--- src/logic/scb_pkg.sv ---
package scb_pkg;
  // Register byte addresses
  localparam logic [31:0] OFF_FRAC_DENOM  = 32'h400480d0;
  localparam logic [31:0] OFF_FRAC_NUM    = 32'h400480d4;
  localparam logic [31:0] OFF_FRAC_SRC    = 32'h400480d8;
  localparam logic [31:0] OFF_CO_SRC      = 32'h400480f0;
  localparam logic [31:0] OFF_CO_DIV      = 32'h400480f4;
  localparam logic [31:0] OFF_PIN_CAPTURE = 32'h40048100;
  localparam logic [31:0] OFF_BOD_CTRL    = 32'h40048150;
  localparam logic [31:0] OFF_TICK_CAL    = 32'h40048154;
  localparam logic [31:0] OFF_IRQ_LAT     = 32'h40048170;
  localparam logic [31:0] OFF_NMI_SRC     = 32'h40048174;
  localparam logic [31:0] OFF_IRQ_STATUS  = 32'h400481f0;
  localparam logic [31:0] OFF_IRQ_MASK    = 32'h400481f4;
  // Field positions
  localparam int BOD_RST_LEV_LSB = 0;
  localparam int BOD_IRQ_LEV_LSB = 2;
  localparam int BOD_RST_EN_BIT  = 4;
  localparam int NMI_EN_BIT      = 31;
  localparam int IRQ_BOD_BIT     = 0;
  localparam int IRQ_BODRST_BIT  = 1;
  // Valid pins of the power-on capture
  localparam logic [31:0] PIN_VALID_MASK = 32'h7fffffbf;
  // Encodings
  localparam logic [7:0] FRAC_DENOM_ONLY = 8'hff;
  localparam logic [1:0] FRAC_SRC_RSVD   = 2'h2;
  localparam logic [1:0] FRAC_SRC_NONE   = 2'h3;
  localparam logic [2:0] CO_SRC_NONE     = 3'h7;
  localparam logic [1:0] BOD_IRQ_RSVD    = 2'h0;
  // Reset values
  localparam logic [7:0]  RST_FRAC_NUM   = 8'h00;
  localparam logic [7:0]  RST_FRAC_DENOM = 8'h00;
  localparam logic [1:0]  RST_FRAC_SRC   = 2'h0;
  localparam logic [2:0]  RST_CO_SRC     = 3'h0;
  localparam logic [7:0]  RST_CO_DIV     = 8'h00;
  localparam logic [1:0]  RST_BOD_LEV    = 2'h0;
  localparam logic        RST_BOD_RST_EN = 1'b1;
  localparam logic [25:0] RST_TICK_CAL   = 26'h0000000;
  localparam logic [7:0]  RST_IRQ_LAT    = 8'h10;
  localparam logic [4:0]  RST_NMI_NUM    = 5'h00;
  // Cycles after reset release before the synchronised pins are captured
  localparam logic [1:0]  CAPTURE_DELAY  = 2'h2;

  typedef struct packed {
    logic [31:0] addr;
    logic [31:0] wdata;
    logic        wr;
    logic        rd;
  } scb_bus_t;

  typedef struct packed {
    logic [7:0] numerator;
    logic [1:0] src;
    logic       denomOk;
  } scb_frac_t;

  typedef struct packed {
    logic [2:0] src;
    logic [7:0] div;
    logic       active;
  } scb_clock_output_pin_t;

  typedef struct packed {
    logic [1:0] rstLevel;
    logic [1:0] irqLevel;
    logic       rstEnable;
  } scb_bod_t;

  typedef enum logic [2:0] {
    LAT_IDLE  = 3'b001,
    LAT_WAIT  = 3'b010,
    LAT_GRANT = 3'b100
  } scb_lat_state_t;
endpackage

--- src/logic/scb_sysconfig_regs.sv ---
// Behaviour
// - Numerator register holds 8-bit fractional numerator, used as is, reset zero.
// - Output is source over one plus numerator/256; only denominator code 0xFF valid.
// - Fractional source: 0 oscillator, 1 main clock, 2 reserved, 3 none; reset 0.
// - Clock output source: 0,1,3,4 sources, 7 none, others reserved; reset 0.
// - Clock output divider: zero disables, N from 1 to 255 divides by N.
// - Read-only register captures each port pin level once after power-on reset; pins 6 and 31 are masked and read zero.
// - Brown-out interrupt level codes 1 to 3 select levels; code 0 reserved.
// - Brown-out reset level field bits 1:0, code 0 means level 0.
// - Brown-out reset enable bit 4, set out of reset.
// - Brown-out interrupt, and enabled brown-out reset, request wake-up from sleep.
// - 26-bit calibration value drives the tick timer calibration view, reset zero.
// - 8-bit minimum interrupt latency field, reset 0x10.
// - Interrupt service waits at least the latency count before being granted.
// - Selected request number drives the non-maskable input only while bit 31 set.
// - Selected request raises both non-maskable and normal interrupt together.
//
// Design decision made here: the plain strobed port.
module scb_sysconfig_regs (
  // Clock and reset
  input  wire logic                core_clk,
  input  wire logic                rstn,
  // Register port
  input  wire scb_pkg::scb_bus_t   busReq,
  output logic [31:0]              busRdata,
  // Pins and brown-out comparators, asynchronous
  input  wire logic [31:0]         portPinLevels,
  input  wire logic                brownoutIrqCross,
  input  wire logic                brownoutRstCross,
  // Peripheral requests on the core clock
  input  wire logic [31:0]         periphIrq,
  input  wire logic                irqPending,
  // Configuration towards the clock tree and core
  output scb_pkg::scb_frac_t       fracCfg,
  output scb_pkg::scb_clock_output_pin_t     clkOutCfg,
  output scb_pkg::scb_bod_t        bodCfg,
  output logic [25:0]              tickCalibration,
  output logic [7:0]               interrupt_latency,
  // Interrupt and wake-up outputs
  output logic                     irqServiceGrant,
  output logic                     nmiRequest,
  output logic [31:0]              normalIrq,
  output logic                     brownoutIrq,
  output logic                     brownoutResetReq,
  output logic                     wakeRequest,
  output logic                     intr
);

  function automatic logic hit(input logic [31:0] addr, input logic [31:0] off);
    hit = (addr == off);
  endfunction

  function automatic logic clkOutOn(input logic [2:0] src, input logic [7:0] div);
    clkOutOn = (div != 8'h00) && (src != scb_pkg::CO_SRC_NONE)
               && (src != 3'h2) && (src != 3'h5) && (src != 3'h6);
  endfunction

  logic                    wrEn;
  logic                    rdEn;
  logic [31:0]             wdata;
  logic [7:0]              fracNum_reg;
  logic [7:0]              fracDenom_reg;
  logic                    denomOk_reg;
  logic [1:0]              fracSrc_reg;
  logic [2:0]              coSrc_reg;
  logic [2:0]              coSrc_next;
  logic [7:0]              coDiv_reg;
  logic [7:0]              coDiv_next;
  logic                    coActive_reg;
  logic [31:0]             pinMeta_reg;
  logic [31:0]             pinSync_reg;
  logic [31:0]             pinCapture_reg;
  logic [1:0]              capCnt_reg;
  logic                    capDone_reg;
  logic [1:0]              bodMeta_reg;
  logic [1:0]              bodSync_reg;
  logic [1:0]              bodPrev_reg;
  logic [1:0]              brownout_reset_level_reg;
  logic [1:0]              bodIrqLev_reg;
  logic                    bodRstEn_reg;
  logic [25:0]             tickCal_reg;
  logic [7:0]              irqLat_reg;
  logic [4:0]              nmiNum_reg;
  logic                    nonmaskable_source_enable_reg;
  logic [1:0]              status_reg;
  logic [1:0]              mask_reg;
  logic [1:0]              events;
  logic [31:0]             rdata_reg;
  logic [31:0]             rdata_next;
  scb_pkg::scb_lat_state_t latState_reg;
  scb_pkg::scb_lat_state_t latState_next;
  logic [7:0]              latCnt_reg;
  logic                    grant_reg;
  logic                    nmi_reg;
  logic [31:0]             normal_reg;
  logic                    bodIrq_reg;
  logic                    bodRst_reg;
  logic                    wake_reg;
  logic                    intr_reg;

  assign wrEn  = busReq.wr;
  assign rdEn  = busReq.rd;
  assign wdata = busReq.wdata;

  always_ff @(posedge core_clk) begin
    if (!rstn) begin
      fracNum_reg <= scb_pkg::RST_FRAC_NUM;
    end else if (wrEn && hit(busReq.addr, scb_pkg::OFF_FRAC_NUM)) begin
      fracNum_reg <= wdata[7:0];
    end
  end

  always_ff @(posedge core_clk) begin
    if (!rstn) begin
      fracDenom_reg <= scb_pkg::RST_FRAC_DENOM;
      denomOk_reg   <= 1'b0;
    end else if (wrEn && hit(busReq.addr, scb_pkg::OFF_FRAC_DENOM)) begin
      fracDenom_reg <= wdata[7:0];
      denomOk_reg   <= (wdata[7:0] == scb_pkg::FRAC_DENOM_ONLY);
    end
  end

  always_ff @(posedge core_clk) begin
    if (!rstn) begin
      fracSrc_reg <= scb_pkg::RST_FRAC_SRC;
    end else if (wrEn && hit(busReq.addr, scb_pkg::OFF_FRAC_SRC)) begin
      fracSrc_reg <= wdata[1:0];
    end
  end

  // Reserved source or an unsupported denominator leaves the generator stopped
  assign fracCfg.numerator = fracNum_reg;
  assign fracCfg.src       = fracSrc_reg;
  assign fracCfg.denomOk   = denomOk_reg;

  always_comb begin
    coSrc_next = coSrc_reg;
    coDiv_next = coDiv_reg;
    if (wrEn && hit(busReq.addr, scb_pkg::OFF_CO_SRC)) begin
      coSrc_next = wdata[2:0];
    end
    if (wrEn && hit(busReq.addr, scb_pkg::OFF_CO_DIV)) begin
      coDiv_next = wdata[7:0];
    end
  end

  // source and divider of the clock output pin
  always_ff @(posedge core_clk) begin
    if (!rstn) begin
      coSrc_reg    <= scb_pkg::RST_CO_SRC;
      coDiv_reg    <= scb_pkg::RST_CO_DIV;
      coActive_reg <= 1'b0;
    end else begin
      coSrc_reg    <= coSrc_next;
      coDiv_reg    <= coDiv_next;
      coActive_reg <= clkOutOn(coSrc_next, coDiv_next);
    end
  end

  assign clkOutCfg.src    = coSrc_reg;
  assign clkOutCfg.div    = coDiv_reg;
  assign clkOutCfg.active = coActive_reg;

  // Two-stage synchronisers for pins and comparators
  always_ff @(posedge core_clk) begin
    if (!rstn) begin
      pinMeta_reg <= 32'h00000000;
      pinSync_reg <= 32'h00000000;
      bodMeta_reg <= 2'h0;
      bodSync_reg <= 2'h0;
      bodPrev_reg <= 2'h0;
    end else begin
      pinMeta_reg <= portPinLevels;
      pinSync_reg <= pinMeta_reg;
      bodMeta_reg <= {brownoutRstCross, brownoutIrqCross};
      bodSync_reg <= bodMeta_reg;
      bodPrev_reg <= bodSync_reg;
    end
  end

  // capture once, after the synchronisers have filled
  always_ff @(posedge core_clk) begin
    if (!rstn) begin
      capCnt_reg     <= 2'h0;
      capDone_reg    <= 1'b0;
      pinCapture_reg <= 32'h00000000;
    end else if (!capDone_reg) begin
      if (capCnt_reg == scb_pkg::CAPTURE_DELAY) begin
        pinCapture_reg <= pinSync_reg & scb_pkg::PIN_VALID_MASK;
        capDone_reg    <= 1'b1;
      end else begin
        capCnt_reg <= capCnt_reg + 2'h1;
      end
    end
  end

  always_ff @(posedge core_clk) begin
    if (!rstn) begin
      brownout_reset_level_reg <= scb_pkg::RST_BOD_LEV;
      bodIrqLev_reg <= scb_pkg::RST_BOD_LEV;
      bodRstEn_reg  <= scb_pkg::RST_BOD_RST_EN;
    end else if (wrEn && hit(busReq.addr, scb_pkg::OFF_BOD_CTRL)) begin
      brownout_reset_level_reg <= wdata[scb_pkg::BOD_RST_LEV_LSB +: 2];
      bodIrqLev_reg <= wdata[scb_pkg::BOD_IRQ_LEV_LSB +: 2];
      bodRstEn_reg  <= wdata[scb_pkg::BOD_RST_EN_BIT];
    end
  end

  assign bodCfg.rstLevel  = brownout_reset_level_reg;
  assign bodCfg.irqLevel  = bodIrqLev_reg;
  assign bodCfg.rstEnable = bodRstEn_reg;

  // reserved level code raises no brownoutIrq; the status event still sets
  always_ff @(posedge core_clk) begin
    if (!rstn) begin
      bodIrq_reg <= 1'b0;
      bodRst_reg <= 1'b0;
      wake_reg   <= 1'b0;
    end else begin
      bodIrq_reg <= bodSync_reg[0] && (bodIrqLev_reg != scb_pkg::BOD_IRQ_RSVD);
      bodRst_reg <= bodSync_reg[1] && bodRstEn_reg;
      wake_reg   <= (bodSync_reg[0] && (bodIrqLev_reg != scb_pkg::BOD_IRQ_RSVD))
                    || (bodSync_reg[1] && bodRstEn_reg);
    end
  end

  always_ff @(posedge core_clk) begin
    if (!rstn) begin
      tickCal_reg <= scb_pkg::RST_TICK_CAL;
      irqLat_reg  <= scb_pkg::RST_IRQ_LAT;
    end else begin
      if (wrEn && hit(busReq.addr, scb_pkg::OFF_TICK_CAL)) begin
        tickCal_reg <= wdata[25:0];
      end
      if (wrEn && hit(busReq.addr, scb_pkg::OFF_IRQ_LAT)) begin
        irqLat_reg <= wdata[7:0];
      end
    end
  end

  assign tickCalibration = tickCal_reg;
  assign interrupt_latency      = irqLat_reg;

  // hold off service until the latency count has elapsed
  always_comb begin
    case (latState_reg)
      scb_pkg::LAT_IDLE: begin
        if (!irqPending) begin
          latState_next = scb_pkg::LAT_IDLE;
        end else if (irqLat_reg == 8'h00) begin
          latState_next = scb_pkg::LAT_GRANT;
        end else begin
          latState_next = scb_pkg::LAT_WAIT;
        end
      end
      scb_pkg::LAT_WAIT: begin
        if (!irqPending) begin
          latState_next = scb_pkg::LAT_IDLE;
        end else if ({1'b0, latCnt_reg} + 9'h001 >= {1'b0, irqLat_reg}) begin
          latState_next = scb_pkg::LAT_GRANT;
        end else begin
          latState_next = scb_pkg::LAT_WAIT;
        end
      end
      scb_pkg::LAT_GRANT: begin
        latState_next = irqPending ? scb_pkg::LAT_GRANT : scb_pkg::LAT_IDLE;
      end
      default: begin
        latState_next = scb_pkg::LAT_IDLE;
      end
    endcase
  end

  always_ff @(posedge core_clk) begin
    if (!rstn) begin
      latState_reg <= scb_pkg::LAT_IDLE;
      latCnt_reg   <= 8'h00;
      grant_reg    <= 1'b0;
    end else begin
      latState_reg <= latState_next;
      latCnt_reg   <= (latState_reg == scb_pkg::LAT_WAIT) ? latCnt_reg + 8'h01 : 8'h00;
      grant_reg    <= (latState_next == scb_pkg::LAT_GRANT);
    end
  end

  // number and enable of the non-maskable route
  always_ff @(posedge core_clk) begin
    if (!rstn) begin
      nmiNum_reg <= scb_pkg::RST_NMI_NUM;
      nonmaskable_source_enable_reg  <= 1'b0;
    end else if (wrEn && hit(busReq.addr, scb_pkg::OFF_NMI_SRC)) begin
      nmiNum_reg <= wdata[4:0];
      nonmaskable_source_enable_reg  <= wdata[scb_pkg::NMI_EN_BIT];
    end
  end

  // the normal path is not suppressed while routed as non-maskable
  always_ff @(posedge core_clk) begin
    if (!rstn) begin
      nmi_reg    <= 1'b0;
      normal_reg <= 32'h00000000;
    end else begin
      nmi_reg    <= nonmaskable_source_enable_reg && periphIrq[nmiNum_reg];
      normal_reg <= periphIrq;
    end
  end

  // Sticky events; a set in the clearing cycle wins
  assign events = {bodSync_reg[1] && !bodPrev_reg[1], bodSync_reg[0] && !bodPrev_reg[0]};

  always_ff @(posedge core_clk) begin
    if (!rstn) begin
      status_reg <= 2'h0;
      mask_reg   <= 2'h0;
      intr_reg   <= 1'b0;
    end else begin
      if (wrEn && hit(busReq.addr, scb_pkg::OFF_IRQ_STATUS)) begin
        status_reg <= (status_reg & ~wdata[1:0]) | events;
      end else begin
        status_reg <= status_reg | events;
      end
      if (wrEn && hit(busReq.addr, scb_pkg::OFF_IRQ_MASK)) begin
        mask_reg <= wdata[1:0];
      end
      intr_reg <= |(status_reg & mask_reg);
    end
  end

  // reserved and unmapped bits read zero
  always_comb begin
    rdata_next = 32'h00000000;
    case (1'b1)
      hit(busReq.addr, scb_pkg::OFF_FRAC_DENOM):  rdata_next[7:0] = fracDenom_reg;
      hit(busReq.addr, scb_pkg::OFF_FRAC_NUM):    rdata_next[7:0] = fracNum_reg;
      hit(busReq.addr, scb_pkg::OFF_FRAC_SRC):    rdata_next[1:0] = fracSrc_reg;
      hit(busReq.addr, scb_pkg::OFF_CO_SRC):      rdata_next[2:0] = coSrc_reg;
      hit(busReq.addr, scb_pkg::OFF_CO_DIV):      rdata_next[7:0] = coDiv_reg;
      hit(busReq.addr, scb_pkg::OFF_PIN_CAPTURE): rdata_next = pinCapture_reg;
      hit(busReq.addr, scb_pkg::OFF_BOD_CTRL):
        rdata_next[4:0] = {bodRstEn_reg, bodIrqLev_reg, brownout_reset_level_reg};
      hit(busReq.addr, scb_pkg::OFF_TICK_CAL):    rdata_next[25:0] = tickCal_reg;
      hit(busReq.addr, scb_pkg::OFF_IRQ_LAT):     rdata_next[7:0] = irqLat_reg;
      hit(busReq.addr, scb_pkg::OFF_NMI_SRC): begin
        rdata_next[4:0]                 = nmiNum_reg;
        rdata_next[scb_pkg::NMI_EN_BIT] = nonmaskable_source_enable_reg;
      end
      hit(busReq.addr, scb_pkg::OFF_IRQ_STATUS):  rdata_next[1:0] = status_reg;
      hit(busReq.addr, scb_pkg::OFF_IRQ_MASK):    rdata_next[1:0] = mask_reg;
      default:                                    rdata_next = 32'h00000000;
    endcase
  end

  // Data stands only in the cycle after the strobe
  always_ff @(posedge core_clk) begin
    if (!rstn) begin
      rdata_reg <= 32'h00000000;
    end else begin
      rdata_reg <= rdEn ? rdata_next : 32'h00000000;
    end
  end

  assign busRdata         = rdata_reg;
  assign irqServiceGrant  = grant_reg;
  assign nmiRequest       = nmi_reg;
  assign normalIrq        = normal_reg;
  assign brownoutIrq      = bodIrq_reg;
  assign brownoutResetReq = bodRst_reg;
  assign wakeRequest      = wake_reg;
  assign intr             = intr_reg;
endmodule

--- config.mk ---
export PLATFORM = sky130hd
export DESIGN_NAME = scb_sysconfig_regs
export DESIGN_NICKNAME = d
export VERILOG_FILES = /design/src/logic/scb_pkg.sv /design/src/logic/scb_sysconfig_regs.sv
export SDC_FILE = /design/constraint.sdc
export NUM_CORES = 1
export LEC_CHECK = 0
export BUFFER_PORTS_ARGS = -buffer_cell sky130_fd_sc_hd__buf_2
export CORE_MARGIN = 5
export CORE_UTILIZATION = 52
export CTS_CLUSTER_SIZE = 14
export DETAILED_ROUTE_END_ITERATION = 10
export HOLD_SLACK_MARGIN = 0.12
export PLACE_DENSITY = 0.88
export SLEW_MARGIN = 20
export SYNTH_ARGS = -nofsm -noshare
export SYNTH_HDL_FRONTEND = slang
export SYNTH_SLANG_ARGS = --single-unit
export TNS_END_PERCENT = 20
--- constraint.sdc ---
create_clock -name core_clk -period 2.95 [get_ports core_clk]
set_clock_uncertainty 0.05 [all_clocks]
set_input_delay 0.59 -clock core_clk [delete_from_list [all_inputs] [get_ports core_clk]]
set_output_delay 0.59 -clock core_clk [all_outputs]
set_load 0.05 [all_outputs]
==> key figures <==
Worst setup path
  – RR Startpoint: latCnt_reg[0]
  – Worst reg2reg path depth: 11
  – Critical path type: register to register
  – Worst-path fanout max: 5
  – Crit. Startpoint: latCnt_reg[0]
  – R2R setup slack: 0.41 ns
  – Critical Path Sink Type: register
  – CP startpoint kind: register
  – CP Data Required Time: 3.31 ns
  – End of the worst register-to-register path: irqServiceGrant
  – Worst Path Arrival: 2.90 ns

GRT
  – Total GRT Usage: 0.2349
  – First-pass GRT wire length: 42260 um
  – Grt ovf: 0
  – Vias in the first global route: 8084
  – Initial antenna violation count: 1
  – Largest net degree at the start of global routing: 94

Logic synthesis
  – Synth warnings: 0
  – Synth async-reset ratio: 0
  – Largest family of logic cells by synthesized area: simple AND/OR/NAND/NOR gates
  – Compound-Gate Fraction of Synth Area: 0.1286
  – Mapped cell area: 10010 um^2
  – Post-Synth Simple-Gate Area: 0.2482
  – Top cells by area, synth: dfxtp_1 (52%), and2_1 (6.4%), nand2_1 (6.4%), a21boi_0 (5.8%), mux2i_1 (2.4%)
  – Post-synthesis xor/xnor area fraction: 0.006123
  – Post-synth EDFFs: 0
  – Avg Inst Size Synth: 9.827 um^2
  – Cell variety after synth: 71
  – Adder-cell share of the synthesized area: 0.01250
  – Sequential share of the synthesized area: 0.5198
  – Largest area contributor in the netlist: dfxtp_1
  – Syn Inst Count: 1019
  – Synth Net Count: 1164
  – Post-synthesis mux area share: 0.04761
  – Top-area cell type share of the netlist area: 0.5198
  – Post-synth top flop: dfxtp_1
  – Synthesized flop and latch total: 260

Routing
  – Pre-antenna DRT Iters: 6
  – DR iter-0 viols: 653
  – Routed Antenna Nets: 0
  – Via Count: 8238
  – Post-Route WL: 26730 um
  – Routed vias/inst: 5.305
  – DR WL/cell: 17.21 um
  – DRC viols: 0

STA
  – Setup ws final: 0.4057 ns
  – Period minus WS final: 2.544 ns
  – Period Utilization, post-route: 0.8625
  – Post-route setup TNS: 0 ns
  – RSZ-0062 raised after global routing: false
  – Worst Tran Pin Value: 0.7719 ns
  – Fin. Hold Viols: 0
  – Hold WS: 0.2189 ns
  – Final Max Slew Viols: 0
  – Slew HR: 0.4831
  – Count of final setup violators: 0
  – Fmax: 393.0 MHz

Clock network
  – Hold_buf cts: 0
  – CTS sink cnt: 260
  – Clock slew at reported path FFs: 0.06 ns
  – Bufs on Longest Clock Path: 3
  – Clk Latency, worst-skew pair: 0.53 ns
  – TritonCTS Buffers: 27
  – CTS tree: yes
  – Post CTS Setup Buffer Count: 0
  – H-tree levels: 1
  – CTS root buf: clkbuf_16
  – Post-cts resize count: 0

Placed design
  – Port bufs: 259
  – DP Worst Slack: 0.2135 ns
  – Post-detail-place hpwl: 19150 um
  – Routability cong.: 0.8782

Pwr
  – Net load switching power: 1766 uW
  – VDD IR max: 0.5137 mV
  – Pwr dens: 605.6 nW/um^2
  – Seq pwr share: 0.483
  – Switching fraction of total power: 0.2332
  – Portion of total power attributed to the clock network: 0.438
  – Comb pwr share: 0.079
  – Internal power: 5807 uW
  – Pleak: 0.005247 uW

Layout
  – Area delta synth->final: 24.88%
  – Nets: 1418
  – Share of layout cells above drive strength 1: 0.2872

Run status
  – Status: finished clean

Floorplanning
  – Die width: 148.8 um
  – Rows: 50
  – Starting density of the core: 0.5318
  – Number of placed I/O pins: 267
  – Core area: 18830 um^2
  – Die area: 22130 um^2
  – Die Y: 148.8 um

Min path
  – Hold WC Path Type: input pin to register
  – Hold depth: 2
  – Worst Hold End: pinMeta_reg[26]
  – Hold Startpoint: portPinLevels[26]

Job
  – Maxcap violations: 0
[placed cells by master, fill, tap and decap left out, drive strengths merged, types with 4 or more instances in the layout]
master,count
a21boi,91
a21oi,8
a221oi,5
a222oi,11
a22oi,22
a31oi,5
and2,103
and3,6
buf,290
clkbuf,40
dfxtp,260
ha,10
inv,21
mux2i,24
mux4,10
nand2,172
nand3,46
nand4,6
nor2,37
nor2b,33
nor3,8
nor4,20
nor4b,6
o21ai,5
xor2,4
[worst max-delay path: stages (launching register included)]
cell and delay [ns]:
dfxtp_1 0.40, ha_1 0.23, nand2_1 0.07, nor2_1 0.17, xor2_1 0.21, ha_1 0.27, a21oi_1 0.13, nor2b_1 0.06
a311oi_1 0.39, o22a_1 0.19, o31a_1 0.16, a31oi_1 0.10
[worst max path at each step]
stage	end	cells after the start	slack, ns
global route	irqServiceGrant	11	0.1
detailed placement	tickCalibration[14]	9	0.21
floorplan	busRdata[1]	7	0.51
finish	irqServiceGrant	11	0.41
CTS	irqServiceGrant	11	0.40
global placement	busRdata[1]	8	0.22
[through the flow]
stage / std cells / util / total power (uW) / instance area (um^2)
floorplan: 1019 / - / 4105 / 10010
global placement: 1504 / 0.6169 / 4304 / 11620
detailed placement: 1504 / 0.6169 / 4326 / 11620
CTS: 1552 / 0.6639 / 7642 / 12500
global route: 1553 / 0.6641 / 7865 / 12500
finish: 1553 / 0.6641 / 7573 / 12500
[synth_stat cells (10+ instances only)]
| library cell | n |
|---|---|
| nand3_1 | 45 |
| dfxtp_1 | 260 |
| a21boi_1 | 14 |
| inv_1 | 19 |
| nor4_1 | 11 |
| a222oi_1 | 11 |
| nand2_1 | 170 |
| and2_1 | 103 |
| a21boi_0 | 77 |
| a22oi_1 | 22 |
| clkbuf_1 | 45 |
| ha_1 | 10 |
| mux4_2 | 10 |
| nor2b_1 | 33 |
| nor2_1 | 36 |
| mux2i_1 | 24 |
[area by class of cell]
| type | instances | area, um^2 |
|---|---|---|
| antenna | 1 | 2.502 |
| clock buffer | 40 | 804.5 |
| multi-input combinational | 675 | 4447 |
| sequential | 260 | 5205 |
| tap | 260 | 325.3 |
| fill | 1432 | 6326 |
| clock inverter | 8 | 80.08 |
| timing repair buffer | 290 | 1569 |
| inverter | 19 | 71.32 |
[layer usage]
layer | up-vias | routed length [um] | track usage
li1 | 4008 | - | -
met1 | 3810 | 10950 | 0.3082
met2 | 348 | 12950 | 0.3919
met3 | 72 | 1884 | 0.03677
met4 | 0 | 947 | 0.09199
met5 | - | 0 | 0
[power groups by stage]
stage	clock [uW]	sequential (uW)	combinational, uW
floorplan	0	3810	299
global placement	0	3730	576
detailed placement	0	3730	593
CTS	3380	3660	604
global route	3540	3660	656
finish	3320	3660	601
[cells by family (layout without fill, tap and decap cells)]
| group | after synthesis | after routing |
|---|---|---|
| adders and majority gates | 10 | 10 |
| and+or+nand+nor | 455 | 455 |
| buffers and inverters | 84 | 357 |
| DFF | 260 | 260 |
| other | 0 | 1 |
| muxes | 35 | 35 |
| xor gates and xnor gates | 7 | 7 |
| AOI/OAI and AO/OA | 168 | 168 |
Note: power is estimated with default switching activity, not from simulation.
